## src/inc/tpgio_pkg.sv

```systemverilog
/*
 * Constants and types for the two-pin general-purpose I/O port.
 * Assumes an internal byte-wide register port on the system clock.
 */
package tpgio_pkg;

   localparam logic [31:0] ADDR_LEVEL_READBACK = 32'h4000_0218;
   localparam logic [31:0] ADDR_OUTPUT_LEVEL   = 32'h4000_0219;
   localparam logic [31:0] ADDR_DIR_AND_DRIVE  = 32'h4000_021A;

   localparam int POS_PIN_ONE_LEVEL       = 0;
   localparam int POS_PIN_TWO_LEVEL       = 1;
   localparam int POS_PIN_ONE_DRIVE_VALUE = 0;
   localparam int POS_PIN_TWO_DRIVE_VALUE = 1;
   localparam int POS_PIN_ONE_IS_INPUT    = 0;
   localparam int POS_PIN_TWO_IS_INPUT    = 1;
   localparam int POS_PIN_ONE_OPEN_DRAIN  = 2;
   localparam int POS_PIN_TWO_OPEN_DRAIN  = 3;

   localparam logic [7:0] RST_OUTPUT_LEVEL  = 8'h00;
   localparam logic [7:0] RST_DIR_AND_DRIVE = 8'h03;
   localparam logic [7:0] MASK_OUTPUT_LEVEL = 8'h03;
   localparam logic [7:0] MASK_DIR_DRIVE    = 8'h0F;

   typedef struct packed {
      logic        wr_en;
      logic        rd_en;
      logic [31:0] addr;
      logic [7:0]  wdata;
   } tpgio_req_t;

   typedef struct packed {
      logic [1:0] in_val;
      logic [1:0] out_val;
      logic [1:0] out_en;
   } tpgio_pins_t;

endpackage : tpgio_pkg

```

## src/design/tpgio_port.sv

```systemverilog
/*
 * Two-pin general-purpose I/O port.
 *
 * Holds the output level register, the direction and drive-style register,
 * the read path that also returns the live pin levels, and the pad control
 * flops of pin one and pin two.
 *
 * Assumes a byte-wide register request port on the system clock with one
 * strobe cycle per access, and pin inputs that are already synchronous to
 * clock. The pad cell outside drives a pin from pin_out while pin_oe is high
 * and leaves the pin to the board while pin_oe is low.
 */
module tpgio_port
(
   input  wire logic                   clock,    // System clock, 125 MHz.
   input  wire logic                   rst,      // Synchronous reset, active high.
   input  wire tpgio_pkg::tpgio_req_t  req,      // Register read or write request.
   output logic [7:0]                  rdata,    // Read data, one cycle after rd_en.
   output logic                        rvalid,   // Read data valid pulse.
   input  wire logic [1:0]             pin_in,   // Live levels of pin one and pin two.
   output logic [1:0]                  pin_out,  // Pad output values.
   output logic [1:0]                  pin_oe    // Pad output enables, high drives.
);

   ////////////////////////////////////////////////////////////////////////////////
   // Local constants and decoding helpers.
   ////////////////////////////////////////////////////////////////////////////////

   // Number of pins that the port serves.
   localparam int NUM_PINS = 2;

   // True when a request address selects the register at reg_addr.
   function automatic logic addr_selects
   (
      input logic [31:0] addr,
      input logic [31:0] reg_addr
   );
      return addr == reg_addr;
   endfunction : addr_selects

   // Clears the bits of a written byte that a register does not implement.
   function automatic logic [7:0] keep_bits
   (
      input logic [7:0] wdata,
      input logic [7:0] mask
   );
      return wdata & mask;
   endfunction : keep_bits

   ////////////////////////////////////////////////////////////////////////////////
   // Registers, their next values and the pad state.
   ////////////////////////////////////////////////////////////////////////////////

   logic [7:0]             out_lvl_q;      // Output level register.
   logic [7:0]             out_lvl_d;
   logic [7:0]             dir_drv_q;      // Direction and drive-style register.
   logic [7:0]             dir_drv_d;
   logic [7:0]             rdata_q;        // Registered read data.
   logic [7:0]             rdata_d;
   logic                   rvalid_q;       // Registered read strobe.
   logic                   rvalid_d;
   logic [1:0]             pin_out_q;      // Pad value flops.
   logic [1:0]             pin_oe_q;       // Pad enable flops.
   tpgio_pkg::tpgio_pins_t pad_d;          // Live levels and next pad control.

   ////////////////////////////////////////////////////////////////////////////////
   // Address decoding.
   ////////////////////////////////////////////////////////////////////////////////

   wire                    sel_readback;
   wire                    sel_output;
   wire                    sel_dir_drive;
   wire                    wr_output;
   wire                    wr_dir_drive;

   assign sel_readback  = addr_selects(req.addr, tpgio_pkg::ADDR_LEVEL_READBACK);
   assign sel_output    = addr_selects(req.addr, tpgio_pkg::ADDR_OUTPUT_LEVEL);
   assign sel_dir_drive = addr_selects(req.addr, tpgio_pkg::ADDR_DIR_AND_DRIVE);

   // The readback register has no write path, so writes to it fall away.
   assign wr_output     = req.wr_en & sel_output;
   assign wr_dir_drive  = req.wr_en & sel_dir_drive;

   ////////////////////////////////////////////////////////////////////////////////
   // Register write path.
   ////////////////////////////////////////////////////////////////////////////////

   // Bits that a register does not implement are stored as zero and so read as zero.
   assign out_lvl_d = wr_output    ? keep_bits(req.wdata, tpgio_pkg::MASK_OUTPUT_LEVEL)
                                   : out_lvl_q;
   assign dir_drv_d = wr_dir_drive ? keep_bits(req.wdata, tpgio_pkg::MASK_DIR_DRIVE)
                                   : dir_drv_q;

   always_ff @(posedge clock)
   begin
      if (rst)
      begin
         out_lvl_q <= tpgio_pkg::RST_OUTPUT_LEVEL;
         dir_drv_q <= tpgio_pkg::RST_DIR_AND_DRIVE;
      end
      else
      begin
         out_lvl_q <= out_lvl_d;
         dir_drv_q <= dir_drv_d;
      end
   end

   ////////////////////////////////////////////////////////////////////////////////
   // Register fields by pin.
   ////////////////////////////////////////////////////////////////////////////////

   wire                    pin_one_drive_value;
   wire                    pin_two_drive_value;
   wire                    pin_one_is_input;
   wire                    pin_two_is_input;
   wire                    pin_one_open_drain;
   wire                    pin_two_open_drain;
   wire                    pin_one_level;
   wire                    pin_two_level;

   wire [NUM_PINS-1:0]     drive_value;
   wire [NUM_PINS-1:0]     is_input;
   wire [NUM_PINS-1:0]     open_drain;
   wire [NUM_PINS-1:0]     drive_enable;
   wire [NUM_PINS-1:0]     drive_level;

   assign pin_one_drive_value = out_lvl_q[tpgio_pkg::POS_PIN_ONE_DRIVE_VALUE];
   assign pin_two_drive_value = out_lvl_q[tpgio_pkg::POS_PIN_TWO_DRIVE_VALUE];
   assign pin_one_is_input    = dir_drv_q[tpgio_pkg::POS_PIN_ONE_IS_INPUT];
   assign pin_two_is_input    = dir_drv_q[tpgio_pkg::POS_PIN_TWO_IS_INPUT];
   assign pin_one_open_drain  = dir_drv_q[tpgio_pkg::POS_PIN_ONE_OPEN_DRAIN];
   assign pin_two_open_drain  = dir_drv_q[tpgio_pkg::POS_PIN_TWO_OPEN_DRAIN];

   assign drive_value = {pin_two_drive_value, pin_one_drive_value};
   assign is_input    = {pin_two_is_input, pin_one_is_input};
   assign open_drain  = {pin_two_open_drain, pin_one_open_drain};

   ////////////////////////////////////////////////////////////////////////////////
   // Pad control of each pin.
   ////////////////////////////////////////////////////////////////////////////////

   for (genvar p = 0; p < NUM_PINS; p++)
   begin : g_pin
      wire push_pull_on;
      wire pull_low_on;

      // Push-pull drives both levels; open-drain only pulls low and otherwise floats.
      assign push_pull_on    = ~is_input[p] & ~open_drain[p];
      assign pull_low_on     = ~is_input[p] & open_drain[p] & ~drive_value[p];
      assign drive_enable[p] = push_pull_on | pull_low_on;
      assign drive_level[p]  = drive_value[p] & ~open_drain[p];
   end : g_pin

   // An input pin keeps its enable low, so its pad value is then only a don't-care.
   assign pad_d = '{in_val: pin_in, out_val: drive_level, out_en: drive_enable};

   ////////////////////////////////////////////////////////////////////////////////
   // Read path.
   ////////////////////////////////////////////////////////////////////////////////

   wire [7:0]              level_byte;
   wire [7:0]              read_word;

   assign pin_one_level = pad_d.in_val[tpgio_pkg::POS_PIN_ONE_LEVEL];
   assign pin_two_level = pad_d.in_val[tpgio_pkg::POS_PIN_TWO_LEVEL];

   // Levels are read back in either direction, so a driving output pin shows its own pad and a released open-drain pin the board level.
   assign level_byte = {6'h00, pin_two_level, pin_one_level};

   assign read_word = sel_readback  ? level_byte :
                      sel_output    ? out_lvl_q  :
                      sel_dir_drive ? dir_drv_q  :
                                      8'h00;

   // Read data stays zero outside its one-cycle answer, so readers may OR it in.
   assign rdata_d  = req.rd_en ? read_word : 8'h00;
   assign rvalid_d = req.rd_en;

   ////////////////////////////////////////////////////////////////////////////////
   // Answer and pad flops.
   ////////////////////////////////////////////////////////////////////////////////

   // The answer comes exactly one cycle after the read strobe.
   always_ff @(posedge clock)
   begin
      if (rst)
      begin
         rdata_q  <= 8'h00;
         rvalid_q <= 1'h0;
      end
      else
      begin
         rdata_q  <= rdata_d;
         rvalid_q <= rvalid_d;
      end
   end

   // Pads follow a register write one cycle after the register itself changes.
   always_ff @(posedge clock)
   begin
      if (rst)
      begin
         pin_out_q <= 2'h0;
         pin_oe_q  <= 2'h0;
      end
      else
      begin
         pin_out_q <= pad_d.out_val;
         pin_oe_q  <= pad_d.out_en;
      end
   end

   ////////////////////////////////////////////////////////////////////////////////
   // Outputs.
   ////////////////////////////////////////////////////////////////////////////////

   assign rdata   = rdata_q;
   assign rvalid  = rvalid_q;
   assign pin_out = pin_out_q;
   assign pin_oe  = pin_oe_q;

endmodule : tpgio_port

```

## config.mk

```make
export PLATFORM = sky130hd
export DESIGN_NAME = tpgio_port
export DESIGN_NICKNAME = d
export VERILOG_FILES = /design/src/inc/tpgio_pkg.sv /design/src/design/tpgio_port.sv
export SDC_FILE = /design/constraint.sdc
export NUM_CORES = 1
export LEC_CHECK = 0
export BUFFER_PORTS_ARGS = -buffer_cell sky130_fd_sc_hd__buf_2
export CAP_MARGIN = 25
export CORE_MARGIN = 3
export CORE_UTILIZATION = 38
export CTS_CLUSTER_SIZE = 28
export DETAILED_ROUTE_END_ITERATION = 10
export PLACE_DENSITY = 0.85
export SLEW_MARGIN = 0
export SYNTH_ARGS = -nofsm -noshare
export SYNTH_HDL_FRONTEND = slang
export SYNTH_SLANG_ARGS = --single-unit
```

## constraint.sdc

```tcl
create_clock -name clock -period 1.63 [get_ports clock]
set_input_delay 0.2445 -clock clock [delete_from_list [all_inputs] [get_ports clock]]
set_output_delay 0.2445 -clock clock [all_outputs]
set_load 0.02 [all_outputs]
```

==> results_dict.tcl, run 1 <==
set metrics [dict create \
    num_io_pins 59 \
    fin_crit_ns 1.29 \
    row_count 15 \
    cts_num_sinks 15 \
    die_w_um 50.1 \
    clk_pin_slew_ns 0.09 \
    antenna_left 0 \
    dp_slack_ns -0.00749 \
    ys_seq_area_frac 0.407 \
    top_layer "met4" \
    ctsHtreeMaxLevel 1 \
    avgRoutedWirePerCell_um 10.8 \
    synth_area_leader_cell "dfxtp_1" \
    cts_tree "yes" \
    cap_viol_max_count 0 \
    holdCritStartpoint "req[3]" \
    crit_chain "buf_2, nor4_1, nand4_1, nor4_2, mux2i_1" \
    r2r_end "rdata[0]" \
    synthToLayoutAreaGrowth_pct 39.8 \
    vias 684 \
    ys.flop_type "dfxtp_1" \
    fillers 160 \
    nets 174 \
    final_cells 152 \
    startpoint_type "input port" \
    final_common_cell "buf_2" \
    dieHeight_um 50.1 \
    antenna_cells 0 \
    cp.required_ns 1.85 \
    critical_path.top_delay_family "simple AND/OR/NAND/NOR gates" \
    p_sw_uw 161 \
    slowest_stage "nor4_1" \
    synth.area.top_cells "dfxtp_1 (41%), mux2i_1 (11%), nand2b_1 (8.5%)" \
    holdPathEnd "dir_drv_q[3]" \
    fin_util 0.579 \
    fmax_mhz 774 \
    dp.cells 148 \
    finalCritPeriodShare 0.792 \
    cts_buffers 3 \
    arrival_ns 1.51 \
    hpwlAfterDp_um 1430 \
    grt_pass1_vias 696 \
    setup_viol 0 \
    r2r_slack_ns 0.84 \
    reg2regPathDepth 3 \
    start_util 0.414 \
    wl_met1_um 657 \
    drv_slew 0 \
    yosys_warnings 0 \
    port_buffers 50 \
    vias_per_cell 4.50 \
    synth_seq_cells 15 \
    core_sq_um 1780 \
    final.setup_skew_ns 0.00437 \
    first_pass_iters 2 \
    syn_area_per_cell_sq_um 9.98 \
    yosysTopAreaCellShare 0.407 \
    antenna_found_initial 0 \
    hold_violations 0 \
    intPower_uw 510 \
    synth-edff-count 0 \
    gp_congestion 0.785 \
    cp-end-kind "register" \
    synth-async-reset-ratio 0 \
    cpPeakStageDelay_ns 0.37 \
    cp_num_buf_inv 1 \
    sw_frac_of_total 0.240 \
    track_usage 0.147 \
    drc 0 \
    first_iter_violations 2 \
    sequentialPowerShare 0.548 \
    dr_wl_met3_um 186 \
    root_buffer "clkbuf_4" \
    met2_wirelength_um 781 \
    routed_wl_um 1650 \
    r2r-start "dir_drv_q[0]" \
    status "completed" \
    crit_path_start "req[33]" \
    synth_area_sq_um 738 \
    hold_depth 3 \
    ir_worst_vdd_uv 431 \
    leakage_uw 0.000489 \
    power_density_nw_per_um2 650 \
    cts_hold_buf 0 \
    power_frac_comb 0.144 \
    cts-resized-gates 0 \
    path_class "in -> reg" \
    worst_slack_ns 0.339 \
    yosysUniqueCellTypes 22 \
    grt_max_degree 16 \
    dieArea_sq_um 2510 \
    worstSkewPairLatency_ns 0.28 \
    clockBufferDepth 2 \
    layout-drive-gt1-share 0.496 \
    hold_class "in -> reg" \
    grt_pass1_wl_um 2770 \
    rsz0062_at_grt "false" \
    critPathMaxFanout 2 \
    final_cell_mix "buf_2 (50), dfxtp_1 (15), nand2b_1 (10)" \
    clock_power_share 0.308 \
    syn_inst 74 \
    overflow 0 \
    cts_setup_buffers 0 \
]
## cells in the mapped netlist, types with 2 or more instances
library cell,count
buf_4,4
and3_1,2
nor2b_1,3
nand2b_1,10
nor4b_2,4
nor4_1,2
dfxtp_1,15
nand2_1,3
nor2_1,7
nor4_2,2
and2_1,2
mux2i_1,8
o21ai_0,2
a211oi_1,2
## per-layer routing
layer / GRT usage / vias up
met1: 0.151 / 290
met3: 0.0665 / 2
met5: 0 / -
met4: 0.0876 / 0
li1: - / 358
met2: 0.241 / 34
## kinds of logic after synthesis
kind of cell | count (synthesis) | share of synthesized area
AOI/OAI and AO/OA | 4 | 0.0339
DFF | 15 | 0.407
other | 1 | 0.00508
and+or+nand+nor | 40 | 0.395
buffers and inverters | 6 | 0.0508
muxes | 8 | 0.108
## area by class of cell
type	instances	area, sq um	area share
multi-input cells	56	412	0.399
inverters	1	3.75	0.00364
flip-flops and latches	15	300	0.291
well taps	25	31.3	0.0303
repair buffers	51	258	0.250
clock buffers	3	22.5	0.0218
clock inverters	1	5.00	0.00485
## worst max-delay path by stage
stage | to | slack (ns) | cells past startpoint
detailed placement | out_lvl_q[0] | -0.007 | 5
finish | out_lvl_q[0] | 0.34 | 5
global placement | out_lvl_q[1] | 0.04 | 5
floorplan | dir_drv_q[0] | 0.28 | 4
global route | out_lvl_q[0] | 0.15 | 5
CTS | out_lvl_q[0] | 0.30 | 5
## power by group through the flow
stage / logic (uW) / registers, uW / clock network [uW]
2_1_floorplan: 43.5 / 378 / 0
3_3_place_gp: 94.6 / 376 / 0
3_5_place_dp: 96.9 / 377 / 0
4_1_cts: 97.3 / 368 / 217
5_1_grt: 108 / 368 / 236
6_report: 96.6 / 368 / 207
## worst reg2reg max path, stage by stage, from the launching register on
cell     delay [ns]
dfxtp_1        0.33
mux2i_1        0.13
o21ai_0        0.09
and2_1         0.15
## sequential cells by signal (all words and copies together), names as in the netlist
signal / cells
out_lvl_q: 2
dir_drv_q: 4
rvalid: 1
rdata: 4
pin_oe: 2
pin_out: 2
## per-stage QoR
stage / cell area, sq um / hold WS [ns] / power [uW] / TNS (ns)
after CTS: 1030 / 0.197 / 683 / 0
after floorplan: 749 / 0.328 / 422 / 0
after global placement: 1000 / 0.444 / 471 / 0
final: 1030 / 0.207 / 671 / 0
after global routing: 1030 / 0.223 / 712 / 0
after detailed placement: 1000 / 0.458 / 474 / -0.00803
No activity file was read; power rests on OpenSTA's default activity.
==> run 2: changes to the inputs <==
==> constraint.sdc (replaced) <==
create_clock -name clock -period 1.2 [get_ports clock]
set_input_delay 0.18 -clock clock [delete_from_list [all_inputs] [get_ports clock]]
set_output_delay 0.18 -clock clock [all_outputs]
set_load 0.02 [all_outputs]
==> results_dict.tcl, run 2 (synthesis gave the netlist of run 1 again) <==
set metrics [dict create \
    reg2regPathDepth 3 \
    synthToLayoutAreaGrowth_pct 59.2 \
    r2r-start "dir_drv_q[0]" \
    critPathMaxFanout 4 \
    status "finished with violations" \
    leakage_uw 0.000552 \
    hold_violations 0 \
    vias 729 \
    overflow 0 \
    r2r_end "rdata[0]" \
    drc 0 \
    grt_max_degree 15 \
    drv_slew 0 \
    port_buffers 50 \
    worst_slack_ns -0.0144 \
    hold_class "in -> reg" \
    nets 178 \
    antenna_found_initial 0 \
    sequentialPowerShare 0.527 \
    start_util 0.414 \
    register_area_sq_um 300 \
    r2r_slack_ns 0.40 \
    layout-drive-gt1-share 0.519 \
    num_io_pins 59 \
    first_iter_violations 3 \
    dieArea_sq_um 2510 \
    grt_pass1_vias 714 \
    multi_input_area_sq_um 494 \
    p_sw_uw 226 \
    antenna_left 0 \
    core_sq_um 1780 \
    intPower_uw 722 \
    critical_path.top_delay_family "simple AND/OR/NAND/NOR gates" \
    violations "setup timing" \
    track_usage 0.156 \
    first_pass_iters 3 \
    rsz0062_at_grt "true" \
    dieHeight_um 50.1 \
    arrival_ns 1.43 \
    fin_area_sq_um 1170 \
    hpwlAfterDp_um 1510 \
    path_class "in -> reg" \
    antenna_cells 0 \
    cp.required_ns 1.41 \
    die_w_um 50.1 \
    sw_frac_of_total 0.238 \
    clockBufferDepth 2 \
    dpl_cell_area_sq_um 1060 \
    slowest_stage "nor4_2" \
    worstSkewPairLatency_ns 0.27 \
    cp_num_buf_inv 2 \
    power_density_nw_per_um2 807 \
    cts_tree "yes" \
    row_count 15 \
    root_buffer "clkbuf_4" \
    cpPeakStageDelay_ns 0.36 \
    avgRoutedWirePerCell_um 12.9 \
    vias_per_cell 4.67 \
    finalPower_uw 948 \
    clock_power_share 0.287 \
    ir_worst_vdd_uv 817 \
    fmax_mhz 823 \
    finalCritPeriodShare 1.01 \
    setup_viol 4 \
    power_frac_comb 0.186 \
    clk_pin_slew_ns 0.08 \
    final_cell_mix "buf_2 (45), dfxtp_1 (15), nand2b_1 (10)" \
    holdPathEnd "rvalid" \
    final_common_cell "buf_2" \
    ctsHtreeMaxLevel 1 \
    final.setup_skew_ns 0.00222 \
    startpoint_type "input port" \
    gp_congestion 0.812 \
    cp-end-kind "register" \
    fin_crit_ns 1.21 \
    routed_wl_um 2010 \
    grt_pass1_wl_um 3000 \
    fillers 144 \
    hold_depth 2 \
    cts_num_sinks 15 \
    cap_viol_max_count 0 \
    holdCritStartpoint "rst" \
    crit_chain "buf_2, nor4_2, nand4_4, nor4_4, buf_4, mux2i_1" \
    cts_buffers 3 \
]
run 2: cell types whose count changed in the layout (fill, tap and decap cells not counted), sizes merged:
cell	before	now
buf	51	55
clkbuf	3	4
clkinv	1	0
run 2: worst reg2reg max path, cell delays in order, from the launching register on:
cell and delay, ns:
dfxtp_1 0.33, mux2i_1 0.14, o21ai_0 0.08, and2_1 0.15
run 2: how the worst max path moves through the flow:
stage | end | depth (start not counted) | startpoint
after floorplan | dir_drv_q[0] | 4 | req[13]
after global placement | dir_drv_q[1] | 6 | req[33]
after detailed placement | out_lvl_q[0] | 5 | req[14]
after CTS | out_lvl_q[1] | 5 | req[14]
after global routing | dir_drv_q[1] | 6 | req[18]
final | dir_drv_q[1] | 6 | req[18]
run 2: area by class of cell:
type,count,area share
multi-input cells,56,0.421
repair buffers,55,0.272
flip-flops and latches,15,0.256
well taps,25,0.0266
clock buffers,4,0.0224
inverters,1,0.00319
run 2: power by group through the flow:
stage / sequential, uW / clock, uW / combinational, uW
after floorplan: 514 / 0 / 64.2
after CTS: 499 / 286 / 151
after global placement: 511 / 0 / 148
after detailed placement: 511 / 0 / 150
final: 499 / 272 / 177
after global routing: 500 / 314 / 191
run 2: layer usage:
metal,global-route usage,vias up,wire (um)
met5,0,-,0
met4,0.0323,0,0
met3,0.0816,0,210
met2,0.263,39,1040
met1,0.171,322,757
li1,-,368,-
run 2: through the flow:
stage	worst slack (ns)	hold slack [ns]	TNS, ns	utilization	std cells
after global placement	-0.230	0.375	-1.94	0.594	150
final	-0.0144	0.0968	-0.0479	0.659	156
after detailed placement	-0.304	0.377	-2.23	0.594	150
after CTS	-0.0102	0.0782	-0.0169	0.608	154
after global routing	-0.115	0.0820	-0.687	0.659	156
after floorplan	-0.0653	0.264	-0.387	-	77
run 2: repair_timing:
action                     in CTS  in global routing
resized for setup               0                 10
pin swaps                       0                  5
setup endpoints to repair       2                  6
buffers inserted                0                  2
hold buffers                    0                  0
==> run 3: changes to the inputs <==
--- a/config.mk
+++ b/config.mk
@@ -7,11 +7,12 @@
 export LEC_CHECK = 0
 export BUFFER_PORTS_ARGS = -buffer_cell sky130_fd_sc_hd__buf_2
 export CAP_MARGIN = 25
+export CORE_ASPECT_RATIO = 0.6
 export CORE_MARGIN = 3
-export CORE_UTILIZATION = 38
+export CORE_UTILIZATION = 25
 export CTS_CLUSTER_SIZE = 28
 export DETAILED_ROUTE_END_ITERATION = 10
-export PLACE_DENSITY = 0.85
+export PLACE_DENSITY = 0.62
 export SLEW_MARGIN = 0
 export SYNTH_ARGS = -nofsm -noshare
 export SYNTH_HDL_FRONTEND = slang
==> results_dict.tcl, run 3 (synthesis gave the netlist of run 1 again) <==
set metrics [dict create \
    cp.required_ns 1.38 \
    dieHeight_um 48.1 \
    antenna_cells 0 \
    nets 186 \
    drv_slew 0 \
    power_density_nw_per_um2 831 \
    synthToLayoutAreaGrowth_pct 80.0 \
    clk_pin_slew_ns 0.05 \
    final_common_cell "buf_2" \
    fin_util 0.499 \
    clockBufferDepth 2 \
    cap_viol_max_count 0 \
    slowest_stage "nor4b_4" \
    core_sq_um 2660 \
    port_buffers 50 \
    cpPeakStageDelay_ns 0.28 \
    fillers 262 \
    dp_slack_ns -0.333 \
    final_cell_mix "buf_2 (38), dfxtp_1 (15), buf_6 (13)" \
    antenna_found_initial 0 \
    worstSkewPairLatency_ns 0.24 \
    final.setup_skew_ns 0.00145 \
    layout-drive-gt1-share 0.547 \
    critical_path.top_delay_family "simple AND/OR/NAND/NOR gates" \
    cts_buffers 3 \
    status "finished with violations" \
    cp_num_buf_inv 3 \
    root_buffer "clkbuf_8" \
    leakage_uw 0.000619 \
    hpwlAfterDp_um 1830 \
    grt_pass1_vias 720 \
    setup_tns_ns -0.00508 \
    ir_worst_vdd_uv 283 \
    fin_crit_ns 1.21 \
    multi_input_area_sq_um 503 \
    hold_ws_ns 0.144 \
    first_iter_violations 30 \
    grt_max_degree 15 \
    rsz0062_at_grt "true" \
    track_usage 0.128 \
    num_io_pins 59 \
    cts_num_sinks 15 \
    antenna_left 0 \
    dieArea_sq_um 3660 \
    startpoint_type "input port" \
    routed_wl_um 2400 \
    finalPower_uw 1100 \
    hold_class "in -> reg" \
    cts_hold_buf 0 \
    finalCritPeriodShare 1.00 \
    overflow 0 \
    grt_pass1_wl_um 3520 \
    avgRoutedWirePerCell_um 13.4 \
    setup_viol 1 \
    cp-end-kind "register" \
    worst_slack_ns -0.00508 \
    die_w_um 76.2 \
    hold_violations 0 \
    gp_congestion 0.715 \
    worst_path_most_repeated_cell "buf_6" \
    drc 0 \
    vias_per_cell 4.20 \
    first_pass_iters 4 \
    violations "setup timing" \
    fmax_mhz 830 \
    crit_chain "buf_6, nor4b_4, nand4_1, buf_4, buf_6, nor4_4, mux2i_1" \
    row_count 14 \
    critPathMaxFanout 2 \
    register_area_sq_um 300 \
    cts_tree "yes" \
    path_class "in -> reg" \
    arrival_ns 1.38 \
    start_util 0.277 \
    ctsHtreeMaxLevel 1 \
    vias 751 \
]
## run 3: cell count changes in the layout (fill, tap and decap cells not counted)
cell and change:
buf_6 +8, buf_2 -7, nor4_4 +1, clkbuf_4 -3, buf_4 +7, clkbuf_8 +3
nor4_2 -1
## run 3: stage by stage
| step | std cells | area, sq um |
|---|---|---|
| 2_1_floorplan | 77 | 788 |
| 3_3_place_gp | 170 | 1110 |
| 3_5_place_dp | 170 | 1110 |
| 4_1_cts | 178 | 1260 |
| 5_1_grt | 179 | 1330 |
| 6_report | 179 | 1330 |
## run 3: area by class of cell
| class | count | share of cell area |
|---|---|---|
| multi-input combinational | 56 | 0.379 |
| timing repair buffer | 63 | 0.321 |
| sequential | 15 | 0.226 |
| tap | 40 | 0.0377 |
| clock buffer | 4 | 0.0339 |
| inverter | 1 | 0.00282 |
## run 3: worst register-to-register path: stages, from the launching register on
cell     delay, ns
dfxtp_1       0.34
mux2i_1       0.16
o21ai_0       0.09
and2_1        0.15
## run 3: path summary, 6_finish.rpt
check / from / slack [ns] / depth (start not counted) / to
max: req[39] / -0.005 / 7 / out_lvl_q[0]
min: rst / 0.14 / 2 / rvalid
max reg2reg: dir_drv_q[0] / 0.37 / 3 / rdata[0]
min reg2reg: dir_drv_q[3] / 0.47 / 1 / pin_out[1]
## run 3: power breakdown
group / switching [uW] / internal, uW / total [uW]
Sequential: 0.552 / 500 / 501
Clock: 162 / 235 / 397
Combinational: 88.8 / 117 / 206
## run 3: metal layers
metal	global-route usage	share of wire	vias up	wire length, um
li1	-	-	385	-
met5	0	0	-	0
met2	0.252	0.51	25	1230
met1	0.142	0.42	339	995
met4	0.0217	0.011	0	27
met3	0.0480	0.061	2	145
## run 3: repair_timing
| item | CTS | global route |
|---|---|---|
| pin swaps | 6 | 8 |
| setup endpoints to repair | 6 | 8 |
| setup buffers | 4 | 1 |
| resized for setup | 9 | 11 |
